===== config.mk =====
export PLATFORM = sky130hd
export DESIGN_NAME = mitp_top
export DESIGN_NICKNAME = d
export VERILOG_FILES = /design/src/mitp_pkg.sv /design/src/mitp_pin_if.sv /design/src/mitp_pin_sync.sv /design/src/mitp_top.sv
export SDC_FILE = /design/constraint.sdc
export NUM_CORES = 1
export LEC_CHECK = 0
export BUFFER_PORTS_ARGS = -buffer_cell sky130_fd_sc_hd__buf_2
export CAP_MARGIN = 0
export CORE_MARGIN = 2
export CORE_UTILIZATION = 45
export DETAILED_ROUTE_END_ITERATION = 8
export GPL_TIMING_DRIVEN = 0
export PLACE_DENSITY = 0.82
export SETUP_SLACK_MARGIN = 0.3
export SLEW_MARGIN = 10
export SYNTH_ARGS = -nofsm -noshare
export SYNTH_HDL_FRONTEND = slang
export SYNTH_SLANG_ARGS = --single-unit

===== constraint.sdc =====
create_clock -name pclk -period 6.08 [get_ports pclk]
set_input_delay 0.304 -clock pclk [delete_from_list [all_inputs] [get_ports pclk]]
set_output_delay 0.304 -clock pclk [all_outputs]
set_load 0.05 [all_outputs]

===== src/mitp_pkg.sv =====
package mitp_pkg;
   // Register byte offsets
   localparam logic [7:0] MITP_CTRL_OFS = 8'h00;
   localparam logic [7:0] MITP_STATUS_OFS = 8'h04;
   // Control register bit positions
   localparam int MITP_MS_BIT = 0;
   localparam int MITP_RATIO_BIT = 1;
   localparam int MITP_TRI_BIT = 2;
   localparam int MITP_PDN_BIT = 3;
   localparam logic [3:0] MITP_CTRL_RST = 4'h0;
   // Status register bit positions
   localparam int MITP_ST_SYNC_ERR = 0;
   localparam int MITP_ST_SHORT = 1;
   localparam int MITP_ST_SUPPLY_UNDERVOLTAGE_FLAG = 2;
   localparam int MITP_ST_CURLIM = 3;
   localparam int MITP_ST_BOOST_OV = 4;
   localparam int MITP_ST_OTW = 5;
   localparam int MITP_ST_OTE = 6;
   localparam int MITP_ST_SPK_OVFL = 7;
   localparam int MITP_ST_BATT_OVFL = 8;
   localparam int MITP_ST_POWERDOWN_COMPLETE = 9;
   localparam int MITP_ST_FLASH = 10;
   localparam int MITP_ST_VALID = 11;
   localparam int MITP_ST_LOCKED = 12;
   // Master clock ticks per frame clock period
   localparam logic [7:0] MITP_RATIO_125 = 8'h7d;
   localparam logic [7:0] MITP_RATIO_128 = 8'h80;
   // Frame clock checker window, in master clock ticks
   localparam logic [7:0] MITP_SYNC_TOL = 8'h02;
   // Channel word layout
   localparam int MITP_WORD_BITS = 32;
   localparam logic [7:0] MITP_EXT_RSVD = 8'h00;
   // Half periods seen after re-enable before data counts as valid
   localparam logic [1:0] MITP_WARM_HALVES = 2'h2;
   typedef enum logic {MITP_CK_HUNT, MITP_CK_LOCK} mitp_ck_state_t;
endpackage


===== src/mitp_pin_if.sv =====
`timescale 1ns/1ps
`default_nettype none
interface mitp_pin_if;
   logic sclk_lvl;
   logic lrck_lvl;
   modport src (output sclk_lvl, output lrck_lvl);
   modport dst (input sclk_lvl, input lrck_lvl);
endinterface
`default_nettype wire


===== src/mitp_pin_sync.sv =====
`timescale 1ns/1ps
`default_nettype none
module mitp_pin_sync (
   // Clock and reset
   input wire logic pclk,
   input wire logic presetn,
   // Raw clock pins from the far side
   input wire logic sclk_in,
   input wire logic lrck_in,
   // Synchronised levels
   mitp_pin_if.src pins
);
   logic [1:0] sclk_sh;
   logic [1:0] lrck_sh;
   logic [1:0] next_sclk_sh;
   logic [1:0] next_lrck_sh;

   // Two-stage shift; only stage one feeds stage two
   always_comb begin
      next_sclk_sh = {sclk_sh[0], sclk_in};
      next_lrck_sh = {lrck_sh[0], lrck_in};
   end

   always_ff @(posedge pclk or negedge presetn) begin
      if (!presetn) begin
         sclk_sh <= 2'h0;
         lrck_sh <= 2'h0;
      end else begin
         sclk_sh <= next_sclk_sh;
         lrck_sh <= next_lrck_sh;
      end
   end

   assign pins.sclk_lvl = sclk_sh[1];
   assign pins.lrck_lvl = lrck_sh[1];
endmodule // mitp_pin_sync
`default_nettype wire


===== src/mitp_top.sv =====
`timescale 1ns/1ps
`default_nettype none
// Functional notes
// - Master bit makes clock pins outputs, else inputs
// - Master derives clocks, about 64 bit clocks
// - Ratio field: 1 means 125, 0 means 128
// - Missing frame edge sets sync error flag
// - Integer-multiple frame rate is not flagged
// - Stopped frame clock flags only once
// - Transmit only, monitor data in I2S framing
// - Short frames truncate after available clocks
// - Bits after 24th are zero when reserved
// - Up to 32 bits per channel word
// - Frame clock transition starts each channel
// - Data changes on bit clock fall, MSB first
// - Short flag reported, forces speaker-safe state
// - Undervoltage flag reported while shut down
// - Boost current-limit flag reported live
// - Boost overvoltage flag reported
// - Overtemperature warning flag reported live
// - Overtemperature error flag, forces speaker-safe
// - Tristate floats data pin, clock pins unchanged
// - Data valid one frame period after re-enable
// - Left voltage+battery, right current+status bits
// - Monitor overflow flags reported
module mitp_top #(
   parameter logic [7:0] SYNC_TOL = mitp_pkg::MITP_SYNC_TOL
) (
   // Clock and reset
   input wire logic pclk,
   input wire logic presetn,
   // APB slave
   input wire logic [7:0] paddr,
   input wire logic psel,
   input wire logic penable,
   input wire logic pwrite,
   input wire logic [31:0] pwdata,
   output logic pready,
   output logic [31:0] prdata,
   output logic pslverr,
   // Internal master clock, one-cycle enable per tick
   input wire logic mclk_en,
   // Bit clock pin
   input wire logic sclk_in,
   output logic sclk_out,
   output logic sclk_oe,
   // Frame clock pin
   input wire logic lrck_in,
   output logic lrck_out,
   output logic lrck_oe,
   // Serial data pin
   output logic serial_data_out,
   output logic serial_data_oe,
   // Monitor samples from the core
   input wire logic [15:0] speaker_voltage_sample,
   input wire logic [15:0] speaker_current_sample,
   input wire logic [7:0] battery_voltage_sample,
   // Status flags from the core
   input wire logic speaker_short_flag,
   input wire logic supply_undervoltage_flag,
   input wire logic boost_current_limit_flag,
   input wire logic boost_overvoltage_flag,
   input wire logic overtemp_warning_flag,
   input wire logic overtemp_error_flag,
   input wire logic speaker_monitor_overflow,
   input wire logic battery_monitor_overflow,
   input wire logic powerdown_complete,
   input wire logic flash_timer_active,
   // Controls back to the core
   output logic amplifier_powerdown,
   output logic speaker_safe
);
   import mitp_pkg::*;

   if (SYNC_TOL < 8'h01 || SYNC_TOL > 8'h10) begin : g_tol_check
      $error("SYNC_TOL must lie between 1 and 16");
   end

   // Control register fields
   logic [3:0] ctrl;
   logic [3:0] next_ctrl;
   logic master;
   logic ratio_sel;
   logic tristate;

   // Bus answer state
   logic next_pready;
   logic [31:0] next_prdata;
   logic next_pslverr;
   logic frame_clock_sync_error;
   logic next_sync_error;

   // Clock generation and checker timeline
   logic [7:0] phase;
   logic [7:0] next_phase;
   logic next_sclk_out;
   logic next_lrck_out;
   logic [7:0] ratio;
   logic [7:0] half;
   mitp_ck_state_t ck_state;
   mitp_ck_state_t next_ck_state;
   logic seen;
   logic next_seen;
   logic sync_err_evt;
   logic in_window;

   // Edge tracking on the selected clocks
   logic sclk_lvl;
   logic lrck_lvl;
   logic sclk_d;
   logic lrck_d;
   logic sclk_fall;
   logic lrck_rise;

   // Shifter state
   logic lrck_last;
   logic next_lrck_last;
   logic [MITP_WORD_BITS-1:0] shreg;
   logic [MITP_WORD_BITS-1:0] next_shreg;
   logic [MITP_WORD_BITS-1:0] right_hold;
   logic [MITP_WORD_BITS-1:0] next_right_hold;
   logic [MITP_WORD_BITS-1:0] left_word;
   logic [MITP_WORD_BITS-1:0] right_word;
   logic [1:0] warm;
   logic [1:0] next_warm;
   logic data_valid;
   logic next_sdo;
   logic next_speaker_safe;

   // Bus access phases; writes land where the master sees pready
   logic acc_first;
   logic acc_done;
   logic addr_ok;

   mitp_pin_if pins ();

   mitp_pin_sync u_pin_sync (
      .pclk (pclk),
      .presetn (presetn),
      .sclk_in (sclk_in),
      .lrck_in (lrck_in),
      .pins (pins)
   );

   assign master = ctrl[MITP_MS_BIT];
   assign ratio_sel = ctrl[MITP_RATIO_BIT];
   assign tristate = ctrl[MITP_TRI_BIT];
   assign acc_first = psel & penable & ~pready;
   assign acc_done = psel & penable & pready;
   assign addr_ok = (paddr == MITP_CTRL_OFS) || (paddr == MITP_STATUS_OFS);

   // Ratio field picks the frame length in master ticks
   assign ratio = ratio_sel ? MITP_RATIO_125 : MITP_RATIO_128;
   assign half = {1'b0, ratio[7:1]};

   // Master uses its own clocks, slave the synchronised pins
   assign sclk_lvl = master ? sclk_out : pins.sclk_lvl;
   assign lrck_lvl = master ? lrck_out : pins.lrck_lvl;
   assign sclk_fall = sclk_d & ~sclk_lvl;
   assign lrck_rise = lrck_lvl & ~lrck_d;
   assign in_window = (phase <= SYNC_TOL) || (phase >= ratio - SYNC_TOL);
   assign data_valid = (warm == MITP_WARM_HALVES);

   // Left: voltage then battery; right: current then status
   assign left_word = {speaker_voltage_sample, battery_voltage_sample,
                       MITP_EXT_RSVD};
   assign right_word = {speaker_current_sample, speaker_short_flag,
                        overtemp_warning_flag, overtemp_error_flag,
                        speaker_monitor_overflow,
                        battery_monitor_overflow, powerdown_complete,
                        boost_current_limit_flag, flash_timer_active,
                        MITP_EXT_RSVD};

   // Register writes and answers; hardware set beats software clear
   always_comb begin
      next_ctrl = ctrl;
      next_pready = acc_first;
      next_prdata = prdata;
      next_pslverr = 1'b0;
      next_sync_error = frame_clock_sync_error | sync_err_evt;
      if (acc_first) begin
         next_pslverr = ~addr_ok;
         next_prdata = 32'h0000_0000;
         if (!pwrite && paddr == MITP_CTRL_OFS) begin
            next_prdata[3:0] = ctrl;
         end else if (!pwrite && paddr == MITP_STATUS_OFS) begin
            next_prdata[MITP_ST_SYNC_ERR] = frame_clock_sync_error;
            next_prdata[MITP_ST_SHORT] = speaker_short_flag;
            next_prdata[MITP_ST_SUPPLY_UNDERVOLTAGE_FLAG] = supply_undervoltage_flag;
            next_prdata[MITP_ST_CURLIM] = boost_current_limit_flag;
            next_prdata[MITP_ST_BOOST_OV] = boost_overvoltage_flag;
            next_prdata[MITP_ST_OTW] = overtemp_warning_flag;
            next_prdata[MITP_ST_OTE] = overtemp_error_flag;
            next_prdata[MITP_ST_SPK_OVFL] = speaker_monitor_overflow;
            next_prdata[MITP_ST_BATT_OVFL] = battery_monitor_overflow;
            next_prdata[MITP_ST_POWERDOWN_COMPLETE] = powerdown_complete;
            next_prdata[MITP_ST_FLASH] = flash_timer_active;
            next_prdata[MITP_ST_VALID] = data_valid;
            next_prdata[MITP_ST_LOCKED] = (ck_state == MITP_CK_LOCK);
         end
      end
      if (acc_done && pwrite && paddr == MITP_CTRL_OFS) begin
         next_ctrl = pwdata[3:0];
      end
      if (acc_done && pwrite && paddr == MITP_STATUS_OFS &&
          pwdata[MITP_ST_SYNC_ERR] && !sync_err_evt) begin
         next_sync_error = 1'b0;
      end
   end

   always_ff @(posedge pclk or negedge presetn) begin
      if (!presetn) begin
         ctrl <= MITP_CTRL_RST;
         pready <= 1'b0;
         prdata <= 32'h0000_0000;
         pslverr <= 1'b0;
         frame_clock_sync_error <= 1'b0;
      end else begin
         ctrl <= next_ctrl;
         pready <= next_pready;
         prdata <= next_prdata;
         pslverr <= next_pslverr;
         frame_clock_sync_error <= next_sync_error;
      end
   end

   // One timeline: drives the clocks as master, checks them as slave
   always_comb begin
      next_phase = phase;
      next_sclk_out = sclk_out;
      next_lrck_out = lrck_out;
      next_ck_state = ck_state;
      next_seen = seen;
      sync_err_evt = 1'b0;
      if (master) begin
         next_ck_state = MITP_CK_HUNT;
         next_seen = 1'b0;
         if (mclk_en) begin
            // Bit clock toggles per tick, so 128 ticks give 64 clocks
            // A ratio change mid-frame must not run phase past the wrap
            if (phase >= ratio - 8'h01) begin
               next_phase = 8'h00;
               next_lrck_out = 1'b0;
               next_sclk_out = 1'b0;
            end else begin
               next_phase = phase + 8'h01;
               if (phase + 8'h01 == half) begin
                  next_lrck_out = 1'b1;
                  next_sclk_out = 1'b0;
               end else begin
                  next_sclk_out = ~sclk_out;
               end
            end
         end
      end else begin
         // Pins released; the far side must run at the core rate
         next_sclk_out = 1'b0;
         next_lrck_out = 1'b0;
         case (ck_state)
            MITP_CK_HUNT: begin
               // No repeat flag while the frame clock is gone
               if (lrck_rise) begin
                  next_phase = 8'h00;
                  next_seen = 1'b1;
                  next_ck_state = MITP_CK_LOCK;
               end
            end
            MITP_CK_LOCK: begin
               // Off-window edges are ignored, so double rate passes
               if (lrck_rise && in_window) begin
                  next_phase = 8'h00;
                  next_seen = 1'b1;
               end else if (mclk_en) begin
                  if (phase >= ratio - 8'h01) begin
                     next_phase = 8'h00;
                  end else begin
                     next_phase = phase + 8'h01;
                  end
                  if (phase == SYNC_TOL) begin
                     if (!seen) begin
                        sync_err_evt = 1'b1;
                        next_ck_state = MITP_CK_HUNT;
                     end
                     next_seen = 1'b0;
                  end
               end
            end
            default: begin
               next_ck_state = MITP_CK_HUNT;
            end
         endcase
      end
   end

   always_ff @(posedge pclk or negedge presetn) begin
      if (!presetn) begin
         phase <= 8'h00;
         sclk_out <= 1'b0;
         lrck_out <= 1'b0;
         ck_state <= MITP_CK_HUNT;
         seen <= 1'b0;
         sclk_d <= 1'b0;
         lrck_d <= 1'b0;
      end else begin
         phase <= next_phase;
         sclk_out <= next_sclk_out;
         lrck_out <= next_lrck_out;
         ck_state <= next_ck_state;
         seen <= next_seen;
         sclk_d <= sclk_lvl;
         lrck_d <= lrck_lvl;
      end
   end

   // Shifter works only on bit clock falls; input is never read
   always_comb begin
      next_lrck_last = lrck_last;
      next_shreg = shreg;
      next_right_hold = right_hold;
      next_warm = warm;
      next_sdo = serial_data_out;
      if (tristate) begin
         next_warm = 2'h0;
         next_sdo = 1'b0;
         // Keep tracking the frame clock so no stale edge counts later
         if (sclk_fall) begin
            next_lrck_last = lrck_lvl;
         end
      end else if (sclk_fall) begin
         // Every fall moves one bit; zeros fill, short frames stop early
         next_sdo = data_valid & shreg[MITP_WORD_BITS-1];
         next_shreg = {shreg[MITP_WORD_BITS-2:0], 1'b0};
         if (lrck_lvl != lrck_last) begin
            // New channel; this slot still carries the old last bit
            next_lrck_last = lrck_lvl;
            if (!lrck_lvl) begin
               // Right word captured with left, so pairs match
               next_shreg = left_word;
               next_right_hold = right_word;
            end else begin
               next_shreg = right_hold;
            end
            if (!data_valid) begin
               next_warm = warm + 2'h1;
            end
         end
      end
   end

   // Safe-state request follows the short and damage flags
   assign next_speaker_safe = speaker_short_flag | overtemp_error_flag;

   always_ff @(posedge pclk or negedge presetn) begin
      if (!presetn) begin
         lrck_last <= 1'b0;
         shreg <= '0;
         right_hold <= '0;
         warm <= 2'h0;
         serial_data_out <= 1'b0;
         serial_data_oe <= 1'b0;
         sclk_oe <= 1'b0;
         lrck_oe <= 1'b0;
         amplifier_powerdown <= 1'b0;
         speaker_safe <= 1'b0;
      end else begin
         lrck_last <= next_lrck_last;
         shreg <= next_shreg;
         right_hold <= next_right_hold;
         warm <= next_warm;
         serial_data_out <= next_sdo;
         serial_data_oe <= ~tristate;
         sclk_oe <= master;
         lrck_oe <= master;
         amplifier_powerdown <= ctrl[MITP_PDN_BIT];
         speaker_safe <= next_speaker_safe;
      end
   end
endmodule // mitp_top
`default_nettype wire


==> results_dict.tcl <==
set metrics [dict create \
    status "completed" \
    cts_max_path_buffers 2 \
    layout_common_cells "buf_2, dfrtp_1, nand2_1, nor2_1, mux2_2" \
    path_class "flop to flop" \
    synth_edf_count 0 \
    drive_gt1_share_pct 30.98 \
    drc 0 \
    clock-root-buffer "clkbuf_8" \
    met2WireLength_um 5202 \
    fmax_mhz 364.4 \
    final.setup.tns_ns 0 \
    cts_tree "done" \
    final_max_slew_viol_count 0 \
    seq_area_frac_synth_pct 50.78 \
    fin_hold_ws_ns 0.05286 \
    fin_crit_sh_pct 45.14 \
    insertion_delay_ns 0.36 \
    hold_depth 1 \
    dieArea_um2 11120 \
    yosys-top-cells-area "dfrtp_1, mux2_2, nand2_1" \
    hold_class "input port to flop" \
    clock_skew_ns 0.01575 \
    cap_violations 0 \
    dieHeight_um 105.5 \
    cts_max_level 3 \
    ctsResizeCount 0 \
    grt_setup_unrepaired "no" \
    grt_usage_pct 19.41 \
    top_layer_used "met4" \
    min_period_ns 2.745 \
    critical_path_arrival_ns 3.04 \
    met1_length_um 4571 \
    numCtsBuffers 9 \
    start_util_pct 45.69 \
    diodes 0 \
    setup_viol 0 \
    pwr_density_cell_nw_per_um2 279.2 \
    final_util_pct 55.37 \
    final_nets 682 \
    p_leak_nw 2.834 \
    synth_top_area_share_pct 50.78 \
    wl_met3_um 654 \
    synth_top_area_cell "dfrtp_1" \
    detail_route.vias_per_cell 5.275 \
    numPortBuffers 92 \
    p_switching_uw 485.1 \
    tightest_slew_ns 1.156 \
    netSwitchingFraction_pct 30.94 \
    crit_fanout 9 \
    grt_pass1_vias 3708 \
    ys_ff_latch 94 \
    wire_per_inst_um 14.75 \
    p_int_mw 1.083 \
    power_frac_comb_pct 23.1 \
    top_level_ports 140 \
    worstPathRequired_ns 6.38 \
    syn_area_um2 4632 \
    start_kind "flop" \
    drt-initial-drc-count 145 \
    p_seq_share_pct 44.6 \
    reg2reg_depth 7 \
    place_inst 701 \
    final_common_cell "buf_2" \
    grt_max_degree 49 \
    max_slew_margin_pct 21.91 \
    synth-async-reset-ratio_pct 100.0 \
    syn2layout_area_growth_pct 21.20 \
    yosysWarnings 0 \
    clock-sinks 94 \
    cts.clk_slew.worst_paths_ns 0.10 \
    ys_types 55 \
    peakVddDrop_uv 115.8 \
    gp_congestion 0.8525 \
    chipWidth_um 105.5 \
    fin_cells 717 \
    cp-end-kind "flop" \
    final_antenna_net_count 0 \
    core_um2 10140 \
    p_clk_share_pct 32.3 \
    vias 3782 \
    dp.final_hpwl_um 7908 \
    synth_area_per_cell_um2 10.20 \
    firstDrtPassIters 4 \
    synth_cells 454 \
    antenna_found_initial 0 \
    ys.flop_type "dfrtp_1" \
    hold_viol 0 \
    gr-total-overflow 0 \
    grt_pass1_wl_um 17390 \
    routed_wl_um 10580 \
    cts_setup_buffers 0 \
    row_count 37 \
]
==> path summary, 6_finish.rpt <==
path | from | endpoint | slack, ns
worst max-delay path | ctrl[1] | phase[6] | 3.34
worst min-delay path | sclk_in | u_pin_sync.sclk_sh[0] | 0.05
worst max register to register | ctrl[1] | phase[6] | 3.34
worst min register to register | u_pin_sync.sclk_sh[0] | u_pin_sync.sclk_sh[1] | 0.35
max in group asynchronous | presetn | shreg[11] | 4.92
min in group asynchronous | presetn | phase[0] | 0.49
==> sequential cells by signal (all words and copies together) (netlist names), 2 cells and up <==
name and flops:
u_pin_sync.lrck_sh 2, phase 8, prdata 13, u_pin_sync.sclk_sh 2, right_hold 24, shreg 24, ctrl 4, warm 2
==> power by group through the flow <==
stage / logic (mW) / registers, mW / clock network [mW]
6_report: 0.362 / 0.699 / 0.507
5_1_grt: 0.402 / 0.704 / 0.541
4_1_cts: 0.359 / 0.698 / 0.515
3_5_place_dp: 0.358 / 0.710 / 0
3_3_place_gp: 0.340 / 0.707 / 0
2_1_floorplan: 0.260 / 0.706 / 0
==> stage by stage <==
step,power [mW],setup WS (ns),instance area [um^2]
4_1_cts,1.573,3.393,5614
6_report,1.568,3.335,5614
3_3_place_gp,1.047,3.501,5330
2_1_floorplan,0.9652,4.059,4700
5_1_grt,1.647,3.166,5614
3_5_place_dp,1.068,3.441,5360
==> Yosys cell counts (5+ instances only) <==
| library cell | number |
|---|---|
| a21oi_1 | 11 |
| a31oi_1 | 9 |
| buf_2 | 7 |
| buf_4 | 22 |
| clkbuf_1 | 10 |
| dfrtp_1 | 94 |
| ha_1 | 7 |
| inv_1 | 15 |
| mux2_2 | 27 |
| mux2i_1 | 7 |
| nand2_1 | 64 |
| nand3_1 | 15 |
| nor2_1 | 41 |
| nor3_1 | 5 |
| o21ai_0 | 16 |
| o22ai_1 | 18 |
| o31ai_1 | 21 |
==> worst max-delay path: stages (launching register included) <==
cell,delay (ns)
dfrtp_1,0.53
inv_1,0.20
ha_1,0.34
nand2_1,0.05
a31oi_1,0.20
o21ai_0,0.14
o41ai_1,0.95
a22o_1,0.27
==> layer usage <==
metal,vias up,global-route usage (%)
met5,-,0
met1,1812,24.34
met3,22,5.380
met4,0,6.190
li1,1818,-
met2,130,32.53
==> cell families after synthesis <==
group | share of synthesized area (%)
compound gates | 16.23
simple gates | 14.32
xor+xnor | 1.351
mux | 8.563
fa+ha+maj | 1.891
buf+inv | 6.780
flops | 50.78
other cells | 0.08096
==> what timing repair did <==
| item | CTS | global route |
|---|---|---|
| hold buffers | 1 | 0 |
| setup endpoints to repair | 0 | 0 |
| hold endpoints to repair | 46 | 0 |
==> cell type report <==
class                           instances  area (um^2)
Fill cell                             893         4524
Sequential cell                        94         2352
Multi-Input combinational cell        321         2033
Tap cell                              136        170.2
Buffer                                 41        254.0
Clock inverter                          5        106.4
Clock buffer                           10        137.6
Inverter                               16        60.06
Timing Repair Buffer                   94        500.5
No activity file was read; power rests on OpenSTA's default activity.
